### config.mk
export PLATFORM = sky130hd
export DESIGN_NAME = plldet_core
export DESIGN_NICKNAME = d
export VERILOG_FILES = /design/src/core/plldet_pkg.sv /design/src/core/plldet_core.sv
export SDC_FILE = /design/constraint.sdc
export NUM_CORES = 1
export LEC_CHECK = 0
export BUFFER_PORTS_ARGS = -buffer_cell sky130_fd_sc_hd__buf_2
export CAP_MARGIN = 20
export CORE_AREA = 5 5 42 44
export DETAILED_ROUTE_END_ITERATION = 10
export DIE_AREA = 0 0 47 49
export HOLD_SLACK_MARGIN = 0.03
export PLACE_DENSITY_LB_ADDON = 0.12
export SYNTH_ARGS = -nofsm -noshare
export SYNTH_HDL_FRONTEND = slang
export SYNTH_SLANG_ARGS = --single-unit
### constraint.sdc
create_clock -name mclk -period 1.2 [get_ports mclk]
set_input_delay 0.24 -clock mclk [delete_from_list [all_inputs] [get_ports mclk]]
set_output_delay 0.24 -clock mclk [all_outputs]
set_load 0.02 [all_outputs]
### src/core/plldet_pkg.sv
// Purpose: shared constants for the phase detector and output divider
// Assumes: one clock domain, all pins synchronous to mclk
// Notes: detector states and divider and detector reset values live here
`default_nettype none
package plldet_pkg;
  // ---------------------------------------------------------------
  // detector states
  // ---------------------------------------------------------------
  typedef enum logic [1:0] {
    PD_IDLE = 2'b00, // output floats, no edge pending
    PD_UP   = 2'b01, // reference led, output driven high
    PD_DOWN = 2'b10  // feedback led, output driven low
  } plldet_state_type;
  // ---------------------------------------------------------------
  // reset values
  // ---------------------------------------------------------------
  localparam logic RST_HALF = 1'h0; // halving flop starts low
  localparam logic RST_EDGE = 1'h0; // edge history starts low
  localparam logic RST_OSC_OUT = 1'h0; // oscillator output starts low
  localparam logic RST_DRIVE = 1'h0; // detector drive level starts low
  localparam logic RST_OE_N = 1'h1; // detector pad starts floating
endpackage : plldet_pkg
`default_nettype wire

### src/core/plldet_core.sv
// Purpose: edge phase frequency detector and selectable oscillator halving stage
// Assumes: osc_in, ref_in, fb_in are sampled levels synchronous to mclk
// Notes: the analog oscillator is outside; osc_in is its digital image
`default_nettype none
// Notes on behaviour
// - select high halves output, low passes through
// - osc disable stops oscillator, powers down
// - disabled oscillator output held low
// - detector disable floats detector output
// - disabled detector ignores all input edges
// - detector power-down independent of oscillator
// - edge-based comparison drives charge-pump output
module plldet_core (
  input wire logic mclk, // system clock, 100 MHz
  input wire logic rstn, // async reset, active low
  input wire logic osc_in, // oscillator core level
  input wire logic divide_select, // high selects half rate
  input wire logic osc_disable, // high stops oscillator
  input wire logic detector_disable, // high floats detector
  input wire logic ref_in, // reference frequency input
  input wire logic fb_in, // feedback counter input
  output logic oscillator_output, // divided or direct oscillator
  output logic detector_output_o, // detector drive level
  output logic detector_output_oe_n // low while detector drives
);
  // ---------------------------------------------------------------
  // oscillator path
  // ---------------------------------------------------------------
  logic osc_prev_r, osc_prev_nxt; // last oscillator level
  logic half_r, half_nxt; // halving toggle flop
  logic osc_out_r, osc_out_nxt; // registered output
  logic osc_rise; // rising oscillator edge

  // the analog core is outside, so a stop here means its image is ignored:
  // edge history and halving flop sit at reset values while disabled, so
  // a restart always begins from a known phase
  // next-state of oscillator path
  always_comb begin
    osc_rise = osc_in & ~osc_prev_r;
    osc_prev_nxt = osc_disable ? plldet_pkg::RST_EDGE : osc_in;
    half_nxt = half_r;
    if (osc_disable) begin
      half_nxt = plldet_pkg::RST_HALF;
    end else if (osc_rise) begin
      half_nxt = ~half_r;
    end
    if (osc_disable) begin
      osc_out_nxt = 1'h0;
    end else if (divide_select) begin
      osc_out_nxt = half_nxt;
    end else begin
      // still registered: one cycle late, but free of glitches
      osc_out_nxt = osc_in;
    end
  end

  // register oscillator path
  always_ff @(posedge mclk or negedge rstn) begin
    if (!rstn) begin
      osc_prev_r <= plldet_pkg::RST_EDGE;
      half_r <= plldet_pkg::RST_HALF;
      osc_out_r <= plldet_pkg::RST_OSC_OUT;
    end else begin
      osc_prev_r <= osc_prev_nxt;
      half_r <= half_nxt;
      osc_out_r <= osc_out_nxt;
    end
  end

  // flop output, so a change of select cannot make a runt pulse
  assign oscillator_output = osc_out_r;

  // ---------------------------------------------------------------
  // phase detector
  // ---------------------------------------------------------------
  plldet_pkg::plldet_state_type st_r, st_nxt; // detector state
  logic ref_prev_r, ref_prev_nxt; // last reference level
  logic fb_prev_r, fb_prev_nxt; // last feedback level
  logic ref_rise, fb_rise; // edge strobes
  logic drv_r, drv_nxt; // driven level
  logic oe_n_r, oe_n_nxt; // enable, low drives

  // edge history runs even while disabled, so a line already high at
  // release is not taken for a fresh edge
  // next-state of detector; gated fully by disable, not by osc_disable
  always_comb begin
    ref_rise = ref_in & ~ref_prev_r;
    fb_rise = fb_in & ~fb_prev_r;
    ref_prev_nxt = ref_in;
    fb_prev_nxt = fb_in;
    st_nxt = st_r;
    if (detector_disable) begin
      st_nxt = plldet_pkg::PD_IDLE;
    end else begin
      case (st_r)
        plldet_pkg::PD_IDLE: begin
          // simultaneous edges cancel: no drive
          if (ref_rise && !fb_rise) begin
            st_nxt = plldet_pkg::PD_UP;
          end else if (fb_rise && !ref_rise) begin
            st_nxt = plldet_pkg::PD_DOWN;
          end
        end
        plldet_pkg::PD_UP: begin
          // a second reference edge is ignored here
          if (fb_rise) begin
            st_nxt = plldet_pkg::PD_IDLE;
          end
        end
        plldet_pkg::PD_DOWN: begin
          // a second feedback edge is ignored here
          if (ref_rise) begin
            st_nxt = plldet_pkg::PD_IDLE;
          end
        end
        default: begin
          // unused code: fall back to floating
          st_nxt = plldet_pkg::PD_IDLE;
        end
      endcase
    end
    drv_nxt = (st_nxt == plldet_pkg::PD_UP);
    oe_n_nxt = (st_nxt == plldet_pkg::PD_IDLE);
  end

  // register detector
  always_ff @(posedge mclk or negedge rstn) begin
    if (!rstn) begin
      st_r <= plldet_pkg::PD_IDLE;
      ref_prev_r <= plldet_pkg::RST_EDGE;
      fb_prev_r <= plldet_pkg::RST_EDGE;
      // outputs come up quiet: no drive, pad floating
      drv_r <= plldet_pkg::RST_DRIVE;
      oe_n_r <= plldet_pkg::RST_OE_N;
    end else begin
      st_r <= st_nxt;
      ref_prev_r <= ref_prev_nxt;
      fb_prev_r <= fb_prev_nxt;
      drv_r <= drv_nxt;
      oe_n_r <= oe_n_nxt;
    end
  end

  // the pad turns oe_n high into high impedance
  assign detector_output_o = drv_r;
  assign detector_output_oe_n = oe_n_r;

  // ---------------------------------------------------------------
  // assertions
  // ---------------------------------------------------------------
  // every output answers one edge after its inputs are sampled,
  // so each check looks one edge ahead of its cause
  // disabled oscillator shows a steady low
  AST_OSC_LOW: assert property (@(posedge mclk) disable iff (!rstn)
    osc_disable |=> !oscillator_output) else $error("output not low while disabled");
  // stopped oscillator leaves the halving flop cleared
  AST_OSC_STOP: assert property (@(posedge mclk) disable iff (!rstn)
    osc_disable |=> !half_r) else $error("halving flop ran while disabled");
  // select low passes the oscillator level through
  AST_PASS: assert property (@(posedge mclk) disable iff (!rstn)
    (!osc_disable && !divide_select) |=> oscillator_output == $past(osc_in))
    else $error("direct path wrong");
  // every clean rising oscillator edge flips the halving flop
  AST_HALF: assert property (@(posedge mclk) disable iff (!rstn)
    (!osc_disable && !$past(osc_disable) && osc_in && !$past(osc_in)) |=>
    half_r != $past(half_r)) else $error("halving missed edge");
  // halving flop holds between rising edges, keeping the duty balanced
  AST_HALF_HOLD: assert property (@(posedge mclk) disable iff (!rstn)
    (!osc_disable && !osc_rise) |=> half_r == $past(half_r))
    else $error("halving flop moved without edge");
  // select high shows the halving flop
  AST_DIV: assert property (@(posedge mclk) disable iff (!rstn)
    (!osc_disable && divide_select) |=> oscillator_output == half_r)
    else $error("halved path wrong");
  // a powered-down detector leaves the oscillator path running
  AST_OSC_RUN: assert property (@(posedge mclk) disable iff (!rstn)
    (detector_disable && !osc_disable && !divide_select) |=> oscillator_output == $past(osc_in))
    else $error("oscillator stopped by detector disable");
  // disabled detector floats its pad
  AST_FLOAT: assert property (@(posedge mclk) disable iff (!rstn)
    detector_disable |=> detector_output_oe_n) else $error("detector drove while disabled");
  // disabled detector stays idle whatever the inputs do
  AST_IGNORE: assert property (@(posedge mclk) disable iff (!rstn)
    detector_disable [*2] |-> st_r == plldet_pkg::PD_IDLE) else $error("edge acted on");
  // lone reference edge starts an up drive
  AST_UP: assert property (@(posedge mclk) disable iff (!rstn)
    (!detector_disable && st_r == plldet_pkg::PD_IDLE && ref_rise && !fb_rise) |=>
    (!detector_output_oe_n && detector_output_o)) else $error("up pulse missing");
  // up drive stands until the feedback edge
  AST_UP_HOLD: assert property (@(posedge mclk) disable iff (!rstn)
    (!detector_disable && st_r == plldet_pkg::PD_UP && !fb_rise) |=>
    (!detector_output_oe_n && detector_output_o)) else $error("up drive dropped early");
  // lone feedback edge starts a down drive
  AST_DOWN: assert property (@(posedge mclk) disable iff (!rstn)
    (!detector_disable && st_r == plldet_pkg::PD_IDLE && fb_rise && !ref_rise) |=>
    (!detector_output_oe_n && !detector_output_o)) else $error("down pulse missing");
  // down drive stands until the reference edge
  AST_DOWN_HOLD: assert property (@(posedge mclk) disable iff (!rstn)
    (!detector_disable && st_r == plldet_pkg::PD_DOWN && !ref_rise) |=>
    (!detector_output_oe_n && !detector_output_o)) else $error("down drive dropped early");
  // the trailing edge floats the pad after an up drive
  AST_END: assert property (@(posedge mclk) disable iff (!rstn)
    (st_r == plldet_pkg::PD_UP && fb_rise) |=> detector_output_oe_n)
    else $error("output not floated after both edges");
  // the trailing edge floats the pad after a down drive
  AST_DOWN_END: assert property (@(posedge mclk) disable iff (!rstn)
    (st_r == plldet_pkg::PD_DOWN && ref_rise) |=> detector_output_oe_n)
    else $error("output not floated after down drive");
  // edges in the same cycle cancel and leave the pad floating
  AST_TIE: assert property (@(posedge mclk) disable iff (!rstn)
    (!detector_disable && st_r == plldet_pkg::PD_IDLE && ref_rise && fb_rise) |=>
    detector_output_oe_n) else $error("drive on simultaneous edges");
  // no edge, no drive
  AST_IDLE_STAY: assert property (@(posedge mclk) disable iff (!rstn)
    (!detector_disable && st_r == plldet_pkg::PD_IDLE && !ref_rise && !fb_rise) |=>
    detector_output_oe_n) else $error("drive without an edge");
  // detector still compares while the oscillator is stopped
  AST_INDEP: assert property (@(posedge mclk) disable iff (!rstn)
    (!detector_disable && osc_disable && st_r == plldet_pkg::PD_IDLE && ref_rise && !fb_rise)
    |=> !detector_output_oe_n) else $error("detector stopped by oscillator disable");
endmodule : plldet_core
`default_nettype wire

==> flow_metrics.tcl, run 1 <==
set metrics [dict create \
    cap_violations 0 \
    hold_slack_ns 0.101 \
    port_buffers 10 \
    std_cell_rows 14 \
    peakVddDrop_mv 0.654 \
    grt_max_degree 10 \
    ys_ff_latch 9 \
    drive_above_1_share_pct 39.0 \
    grtUsageMet1_pct 4.76 \
    drt_wl_total_um 593 \
    cts_buffers 3 \
    worst_slew_pin_slew_ns 0.227 \
    timing_worst_setup_path_type "reg2out" \
    netlist_area_um2 352 \
    seq_area_frac_synth_pct 64.4 \
    powerDensity_nw_per_um2 1390 \
    setup-violations-final 0 \
    cp_max_fo 1 \
    hold_violations 0 \
    drcViolationCount 0 \
    dpl.hpwl_um 499 \
    setup_ws_ns 0.0490 \
    htreeDepth 1 \
    critPathBufInv 1 \
    slew_violations 0 \
    cts_sinks 9 \
    coreArea_um2 1400 \
    critical_path_required_ns 0.96 \
    post-route-period-util_pct 95.9 \
    use_met3_pct 6.64 \
    critPathCaptureType "output pin" \
    first_iter_violations 1 \
    vias 240 \
    clk_latency_ns 0.25 \
    fp.dieW_um 47 \
    start_kind "flip-flop" \
    critical_path.slowest_cell "dfstp_2" \
    grt_overflow 0 \
    post_synth.cell_area_avg_um2 13.5 \
    rsz0062_at_grt "false" \
    synth_nets 34 \
    yosysWarningCount 0 \
    tritoncts "done" \
    cpPeakStageDelay_ns 0.51 \
    min_period_ns 1.15 \
    grt_use_met2_pct 10.4 \
    nets 50 \
    dieArea_um2 2300 \
    vias_per_cell 4.21 \
    grt_pass1_vias 264 \
    cts_root_buf "clkbuf_4" \
    place_congestion 0.711 \
    path_cells "buf_2" \
    antenna_found_initial 0 \
    io_pins 11 \
    area_delta_synth_final_pct 30.2 \
    diodes 0 \
    initial_core_util_pct 25.1 \
    clock_path_buffers 2 \
    max_slew_margin_pct 84.8 \
    path_clk_slew_ns 0.06 \
    ant_nets 0 \
    grt_usage_pct 6.47 \
    cp.arrival_ns 0.91 \
    setup_tns_ns 0 \
    synth_cells 26 \
    fin_worst_skew_ns 0.00608 \
    status "completed" \
    die_h_um 49 \
    hp-class "in2reg" \
    first_pass_iters 2 \
    grt_pass1_wl_um 979 \
    fmax_mhz 869 \
    synth_cell_type_count 13 \
    post_drt_wl_per_cell_um 10.4 \
    gr-max-usage-layer "met2" \
    post-place-ws_ns 0.162 \
    power.leakage_nw 0.227 \
    path_delay_family "flip-flops" \
]
cell usage in the layout (no fill, tap or decap):
cell type,count
o21ai_0,1
dlygate4sd3_1,1
nor2b_1,6
nand2b_4,1
o21bai_1,1
mux2_1,1
a22oi_1,1
clkbuf_4,3
clkbuf_1,1
dfrtp_1,8
clkinv_1,1
xnor2_1,1
nor2_1,2
buf_2,10
dfstp_2,1
a211oi_2,1
o211a_1,1
metrics by stage:
stage | util (%) | power [mW] | area (um^2) | instances
2_1_floorplan | - | 0.383 | 352 | 26
3_3_place_gp | 30.1 | 0.415 | 422 | 52
3_5_place_dp | 30.1 | 0.420 | 422 | 52
4_1_cts | 32.7 | 0.651 | 458 | 57
5_1_grt | 32.7 | 0.681 | 458 | 57
6_report | 32.7 | 0.635 | 458 | 57
layout make-up:
class                           count  area (um^2)
Fill cell                         162          943
Sequential cell                     9          226
Multi-Input combinational cell     16          121
Timing Repair Buffer               11         60.1
Clock buffer                        4         26.3
Tap cell                           16         20.0
Inverter                            1         3.75
registers in the layout, indices dropped and copies added (netlist names):
name                  cells
detector_output_o         1
detector_output_oe_n      1
fb_prev_r                 1
half_r                    1
osc_prev_r                1
oscillator_output         1
ref_prev_r                1
st_r                      2
cell usage after synthesis:
cell type / n / area [um^2]
a211oi_2: 1 / 12.5
a22oi_1: 1 / 7.51
clkinv_1: 1 / 3.75
dfrtp_1: 8 / 200
dfstp_2: 1 / 26.3
mux2_1: 1 / 11.3
nand2b_4: 1 / 13.8
nor2_1: 2 / 7.51
nor2b_1: 6 / 37.5
o211a_1: 1 / 10.0
o21ai_0: 1 / 5.00
o21bai_1: 1 / 7.51
xnor2_1: 1 / 8.76
repair_timing:
| action | 4_1_cts | 5_1_grt |
|---|---|---|
| endpoints found under the hold margin | 8 | 0 |
| endpoints found under the setup margin | 0 | 0 |
| hold buffers | 1 | 0 |
| buffers inserted | 0 | 0 |
| gates resized for setup | 0 | 0 |
per-layer routing:
metal	routed length [um]	up-vias
met4	0	0
met3	73	0
li1	-	117
met2	326	9
met1	193	114
met5	0	-
kinds of logic (layout without fill, tap and decap cells):
logic type             count (synthesis)  in the layout  share of synthesized area [%]
flip-flops                             9              9                           64.4
buffers and inverters                  1             16                           1.07
AND/OR/NAND/NOR                        9              9                           16.7
AO/OA/AOI/OAI                          5              5                           12.1
XOR/XNOR                               1              1                           2.49
multiplexers                           1              1                           3.20
where the power goes:
part           switching (mW)  internal [mW]  total [mW]  leakage [nW]
sequential            0.00845          0.325       0.334         0.113
combinational          0.0415         0.0389      0.0805        0.0983
clock                  0.0936          0.127       0.221        0.0150
final timing paths:
check	cells past startpoint	from	endpoint	slack (ns)
min in group asynchronous	2	rstn	oscillator_output	0.35
max in group asynchronous	2	rstn	detector_output_oe_n	0.60
min reg2reg	2	st_r[1]	st_r[0]	0.57
min	1	fb_in	fb_prev_r	0.10
max reg2reg	3	osc_prev_r	oscillator_output	0.17
max	1	detector_output_oe_n	detector_output_oe_n	0.05
Note: power is estimated with default switching activity, not from simulation.
==> run 2: changes to the inputs <==
--- a/config.mk
+++ b/config.mk
@@ -7,11 +7,12 @@
 export LEC_CHECK = 0
 export BUFFER_PORTS_ARGS = -buffer_cell sky130_fd_sc_hd__buf_2
 export CAP_MARGIN = 20
-export CORE_AREA = 5 5 42 44
+export CORE_AREA = 8 8 45 47
 export DETAILED_ROUTE_END_ITERATION = 10
-export DIE_AREA = 0 0 47 49
+export DIE_AREA = 0 0 53 55
 export HOLD_SLACK_MARGIN = 0.03
 export PLACE_DENSITY_LB_ADDON = 0.12
+export SLEW_MARGIN = 20
 export SYNTH_ARGS = -nofsm -noshare
 export SYNTH_HDL_FRONTEND = slang
 export SYNTH_SLANG_ARGS = --single-unit
==> flow_metrics.tcl, run 2 (same netlist as run 1, synthesis figures left out) <==
set metrics [dict create \
    grt_overflow 0 \
    cp_max_fo 1 \
    p_sw_share_pct 23.1 \
    cts_root_buf "clkbuf_4" \
    setup_tns_ns 0 \
    drive_above_1_share_pct 39.0 \
    critical_path_required_ns 0.96 \
    regMostFlops "st_r" \
    cts_buffers 3 \
    area_delta_synth_final_pct 31.0 \
    critPathCaptureType "output pin" \
    largest_register_ffs 2 \
    vias_per_cell 4.19 \
    cpPeakStageDelay_ns 0.52 \
    place_congestion 0.636 \
    setup-violations-final 0 \
    coreArea_um2 1380 \
    hold_slack_ns 0.111 \
    powerDensity_nw_per_um2 1390 \
    diodes 0 \
    timing_worst_setup_path_type "reg2out" \
    drcViolationCount 0 \
    critPathBufInv 1 \
    nets 50 \
    clk_latency_ns 0.25 \
    grt_max_degree 10 \
    clock_power_share_pct 34.8 \
    dp.cells 52 \
    dpl.hpwl_um 562 \
    worst_slew_pin_slew_ns 0.212 \
    port_buffers 10 \
    grt_pass1_wl_mm 1.20 \
    grt_usage_pct 6.27 \
    layout_commonest_cell "buf_2" \
    fp.dieW_um 53 \
    hold_violations 0 \
    critical_path.slowest_cell "dfstp_2" \
    hp-class "in2reg" \
    p_total_uw 642 \
    peakVddDrop_mv 0.549 \
    cts_sinks 9 \
    post-route-period-util_pct 94.9 \
    layout_common_cells "9 x buf_2, 8 x dfrtp_1, 6 x nor2b_1, 3 x clkbuf_4, 2 x nor2_1" \
    path_cells "buf_4" \
    p_sw_uw 148 \
    rsz0062_at_grt "false" \
    ant_nets 0 \
    std_cell_rows 14 \
    p_comb_share_pct 13.0 \
    post_drt_wl_per_cell_um 12.2 \
    vias 239 \
    min_period_ns 1.14 \
    first_pass_iters 2 \
    power.leakage_nw 0.228 \
    io_pins 11 \
    stdcell_count 57 \
    tritoncts "done" \
    clock_path_buffers 2 \
    p_int_uw 493 \
    path_clk_slew_ns 0.06 \
    path_delay_family "flip-flops" \
    antenna_found_initial 0 \
    fmax_mhz 878 \
    seq_power_share_pct 52.2 \
    start_kind "flip-flop" \
    status "completed" \
    cap_violations 0 \
    dieArea_um2 2920 \
    max_slew_margin_pct 85.9 \
    die_h_um 55 \
    post-place-ws_ns 0.145 \
    setup_ws_ns 0.0612 \
    cp.arrival_ns 0.90 \
    drt_wl_total_um 694 \
    initial_core_util_pct 25.4 \
    slew_violations 0 \
    fill_cells 147 \
    fin_worst_skew_ns 0.00369 \
    first_iter_violations 1 \
    grt_pass1_vias 272 \
    htreeDepth 1 \
]
==> run 2: cell count changes in the layout (fill, tap and decap cells not counted) <==
cell   before  now
buf_2      10    9
buf_4       0    1
==> run 2: final timing paths <==
check | end | cells after the start | slack (ns) | from
max in group asynchronous | detector_output_oe_n | 2 | 0.59 | rstn
min in group asynchronous | half_r | 2 | 0.37 | rstn
min reg2reg | st_r[0] | 2 | 0.57 | st_r[1]
min | fb_prev_r | 1 | 0.11 | fb_in
max | detector_output_oe_n | 1 | 0.06 | detector_output_oe_n
max reg2reg | oscillator_output | 3 | 0.14 | osc_prev_r
==> run 2: timing repair <==
| action | CTS | global route |
|---|---|---|
| hold buffers | 1 | 0 |
| resized for setup | 0 | 1 |
| endpoints found under the hold margin | 8 | 0 |
| buffers inserted | 0 | 0 |
| endpoints found under the setup margin | 0 | 1 |
==> run 2: power by group through the flow <==
stage | Combinational, mW | Sequential (mW) | Clock (mW)
4_1_cts | 0.0837 | 0.335 | 0.237
3_5_place_dp | 0.0809 | 0.340 | 0
6_report | 0.0834 | 0.335 | 0.224
3_3_place_gp | 0.0770 | 0.338 | 0
5_1_grt | 0.0927 | 0.337 | 0.266
2_1_floorplan | 0.0353 | 0.348 | 0
==> run 2: layout make-up <==
| cell class | count | area, um^2 | area share, % |
|---|---|---|---|
| sequential | 9 | 226 | 49.2 |
| inverter | 1 | 3.75 | 0.815 |
| clock buffer | 4 | 26.3 | 5.71 |
| tap | 16 | 20.0 | 4.35 |
| timing repair buffer | 11 | 62.6 | 13.6 |
| multi-input combinational | 16 | 121 | 26.4 |
==> run 2: routing by layer <==
metal / vias up / part of all wire (%) / GRT usage [%]
li1: 118 / - / -
met1: 116 / 42 / 5.12
met2: 5 / 52 / 10.4
met3: 0 / 6.1 / 3.48
met4: 0 / 0 / 6.47
met5: - / 0 / 0
==> run 2: per-stage QoR <==
stage / cell area (um^2) / utilization, %
2_1_floorplan: 352 / -
3_3_place_gp: 422 / 30.5
3_5_place_dp: 422 / 30.5
4_1_cts: 458 / 33.1
5_1_grt: 460 / 33.3
6_report: 460 / 33.3
==> run 3: changes to the inputs <==
--- a/config.mk
+++ b/config.mk
@@ -8,11 +8,11 @@
 export BUFFER_PORTS_ARGS = -buffer_cell sky130_fd_sc_hd__buf_2
 export CAP_MARGIN = 20
 export CORE_AREA = 8 8 45 47
+export CTS_BUF_LIST = sky130_fd_sc_hd__clkbuf_4 sky130_fd_sc_hd__clkbuf_8
 export DETAILED_ROUTE_END_ITERATION = 10
 export DIE_AREA = 0 0 53 55
 export HOLD_SLACK_MARGIN = 0.03
 export PLACE_DENSITY_LB_ADDON = 0.12
-export SLEW_MARGIN = 20
 export SYNTH_ARGS = -nofsm -noshare
 export SYNTH_HDL_FRONTEND = slang
 export SYNTH_SLANG_ARGS = --single-unit
==> flow_metrics.tcl, run 3 (same netlist as run 1, synthesis figures left out) <==
set metrics [dict create \
    cp_max_fo 1 \
    path_clk_slew_ns 0.06 \
    tritoncts "done" \
    cts_buffers 3 \
    dpl.hpwl_um 562 \
    power.leakage_nw 0.232 \
    setup-violations-final 0 \
    grt_pass1_wl_mm 1.19 \
    p_int_uw 516 \
    critPathCaptureType "output pin" \
    p_total_uw 664 \
    dp.cells 52 \
    powerDensity_nw_per_um2 1430 \
    nets 50 \
    clock_path_buffers 2 \
    fp.dieW_um 53 \
    timing.rr.end "oscillator_output" \
    p_comb_share_pct 12.5 \
    postCtsSetupRepairBufs 0 \
    layout_common_cells "9 x buf_2, 8 x dfrtp_1, 6 x nor2b_1, 4 x clkbuf_4, 2 x nor2_1" \
    slew_violations 0 \
    hold_violations 0 \
    min_period_ns 1.14 \
    critPathBufInv 1 \
    stdcell_count 57 \
    timing_worst_setup_path_type "reg2out" \
    start_kind "flip-flop" \
    area_delta_synth_final_pct 32.0 \
    initial_core_util_pct 25.4 \
    hold_depth 1 \
    io_pins 11 \
    p_sw_share_pct 22.3 \
    path_delay_family "flip-flops" \
    vias_per_cell 4.23 \
    diodes 0 \
    cpPeakStageDelay_ns 0.52 \
    setup_tns_ns 0 \
    ant_nets 0 \
    drive_above_1_share_pct 41.5 \
    layout_commonest_cell "buf_2" \
    critical_path.slowest_cell "dfstp_2" \
    fmax_mhz 880 \
    largest_register_ffs 2 \
    rsz0062_at_grt "false" \
    drcViolationCount 0 \
    worst_slew_pin_slew_ns 0.214 \
    cap_violations 0 \
    clock_power_share_pct 37.0 \
    std_cell_rows 14 \
    die_h_um 55 \
    r2r_slack_ns 0.14 \
    peakVddDrop_mv 0.589 \
    path_cells "buf_4" \
    seq_power_share_pct 50.4 \
    place_congestion 0.636 \
    first_iter_violations 1 \
    p_sw_uw 148 \
    post_drt_wl_per_cell_um 12.0 \
    dieArea_um2 2920 \
    cts_sinks 9 \
    clk_latency_ns 0.25 \
    grt_overflow 0 \
    cp.arrival_ns 0.90 \
    drt_wl_total_um 682 \
    port_buffers 10 \
    htreeDepth 1 \
    cts_root_buf "clkbuf_4" \
    grt_max_degree 10 \
    final_util_pct 33.5 \
    critical_path_required_ns 0.96 \
    vias 241 \
    coreArea_um2 1380 \
    antenna_found_initial 0 \
    r2r-start "osc_prev_r" \
    hp-class "in2reg" \
    min_from "fb_in" \
    first_pass_iters 2 \
    regMostFlops "st_r" \
    status "completed" \
    post-route-period-util_pct 94.7 \
    reg2regPathDepth 3 \
    fin_worst_skew_ns 0.00256 \
    grt_pass1_vias 272 \
    grt_usage_pct 6.11 \
    max_slew_margin_pct 85.7 \
    holdPathEnd "fb_prev_r" \
]
run 3: cell counts in the layout (fill, tap and decap cells not counted):
Identical to the previous run, type by type.
run 3: cell type report:
type,count,area [um^2]
fill,145,920
timing repair buffer,11,62.6
multi-input combinational,16,121
clock buffer,4,30.0
tap,16,20.0
inverter,1,3.75
sequential,9,226
run 3: through the flow:
stage | setup slack (ns) | hold WS [ns] | cell area, um^2
after CTS | 0.0298 | 0.102 | 462
after detailed placement | 0.145 | 0.103 | 422
after floorplan | 0.219 | -0.0556 | 352
after global placement | 0.200 | 0.0949 | 422
after global routing | 0.0166 | 0.0833 | 464
final | 0.0635 | 0.111 | 464
run 3: what timing repair did:
| item | in CTS | in global routing |
|---|---|---|
| setup endpoints to repair | 0 | 1 |
| hold buffers | 1 | 0 |
| hold endpoints to repair | 8 | 0 |
| resized for setup | 0 | 1 |
run 3: metal layers:
| layer | up-vias | GRT usage, % | part of all wire (%) |
|---|---|---|---|
| met5 | - | 0 | 0 |
| met4 | 0 | 5.17 | 0 |
| met3 | 0 | 3.48 | 6.2 |
| met2 | 5 | 10.4 | 52 |
| met1 | 117 | 5.12 | 42 |
| li1 | 119 | - | - |
run 3: power by group through the flow:
| stage | combinational, mW | sequential [mW] | clock, mW |
|---|---|---|---|
| after floorplan | 0.0353 | 0.348 | 0 |
| after global placement | 0.0770 | 0.338 | 0 |
| after detailed placement | 0.0809 | 0.340 | 0 |
| after CTS | 0.0837 | 0.335 | 0.258 |
| after global routing | 0.0927 | 0.337 | 0.285 |
| final | 0.0833 | 0.335 | 0.246 |
run 3: how the worst max path moves through the flow:
stage / start / endpoint / depth (start not counted)
final: detector_output_oe_n / detector_output_oe_n / 1
after global routing: detector_output_oe_n / detector_output_oe_n / 1
after CTS: detector_output_oe_n / detector_output_oe_n / 1
after detailed placement: osc_prev_r / oscillator_output / 3
after global placement: osc_in / oscillator_output / 4
after floorplan: osc_prev_r / oscillator_output / 3
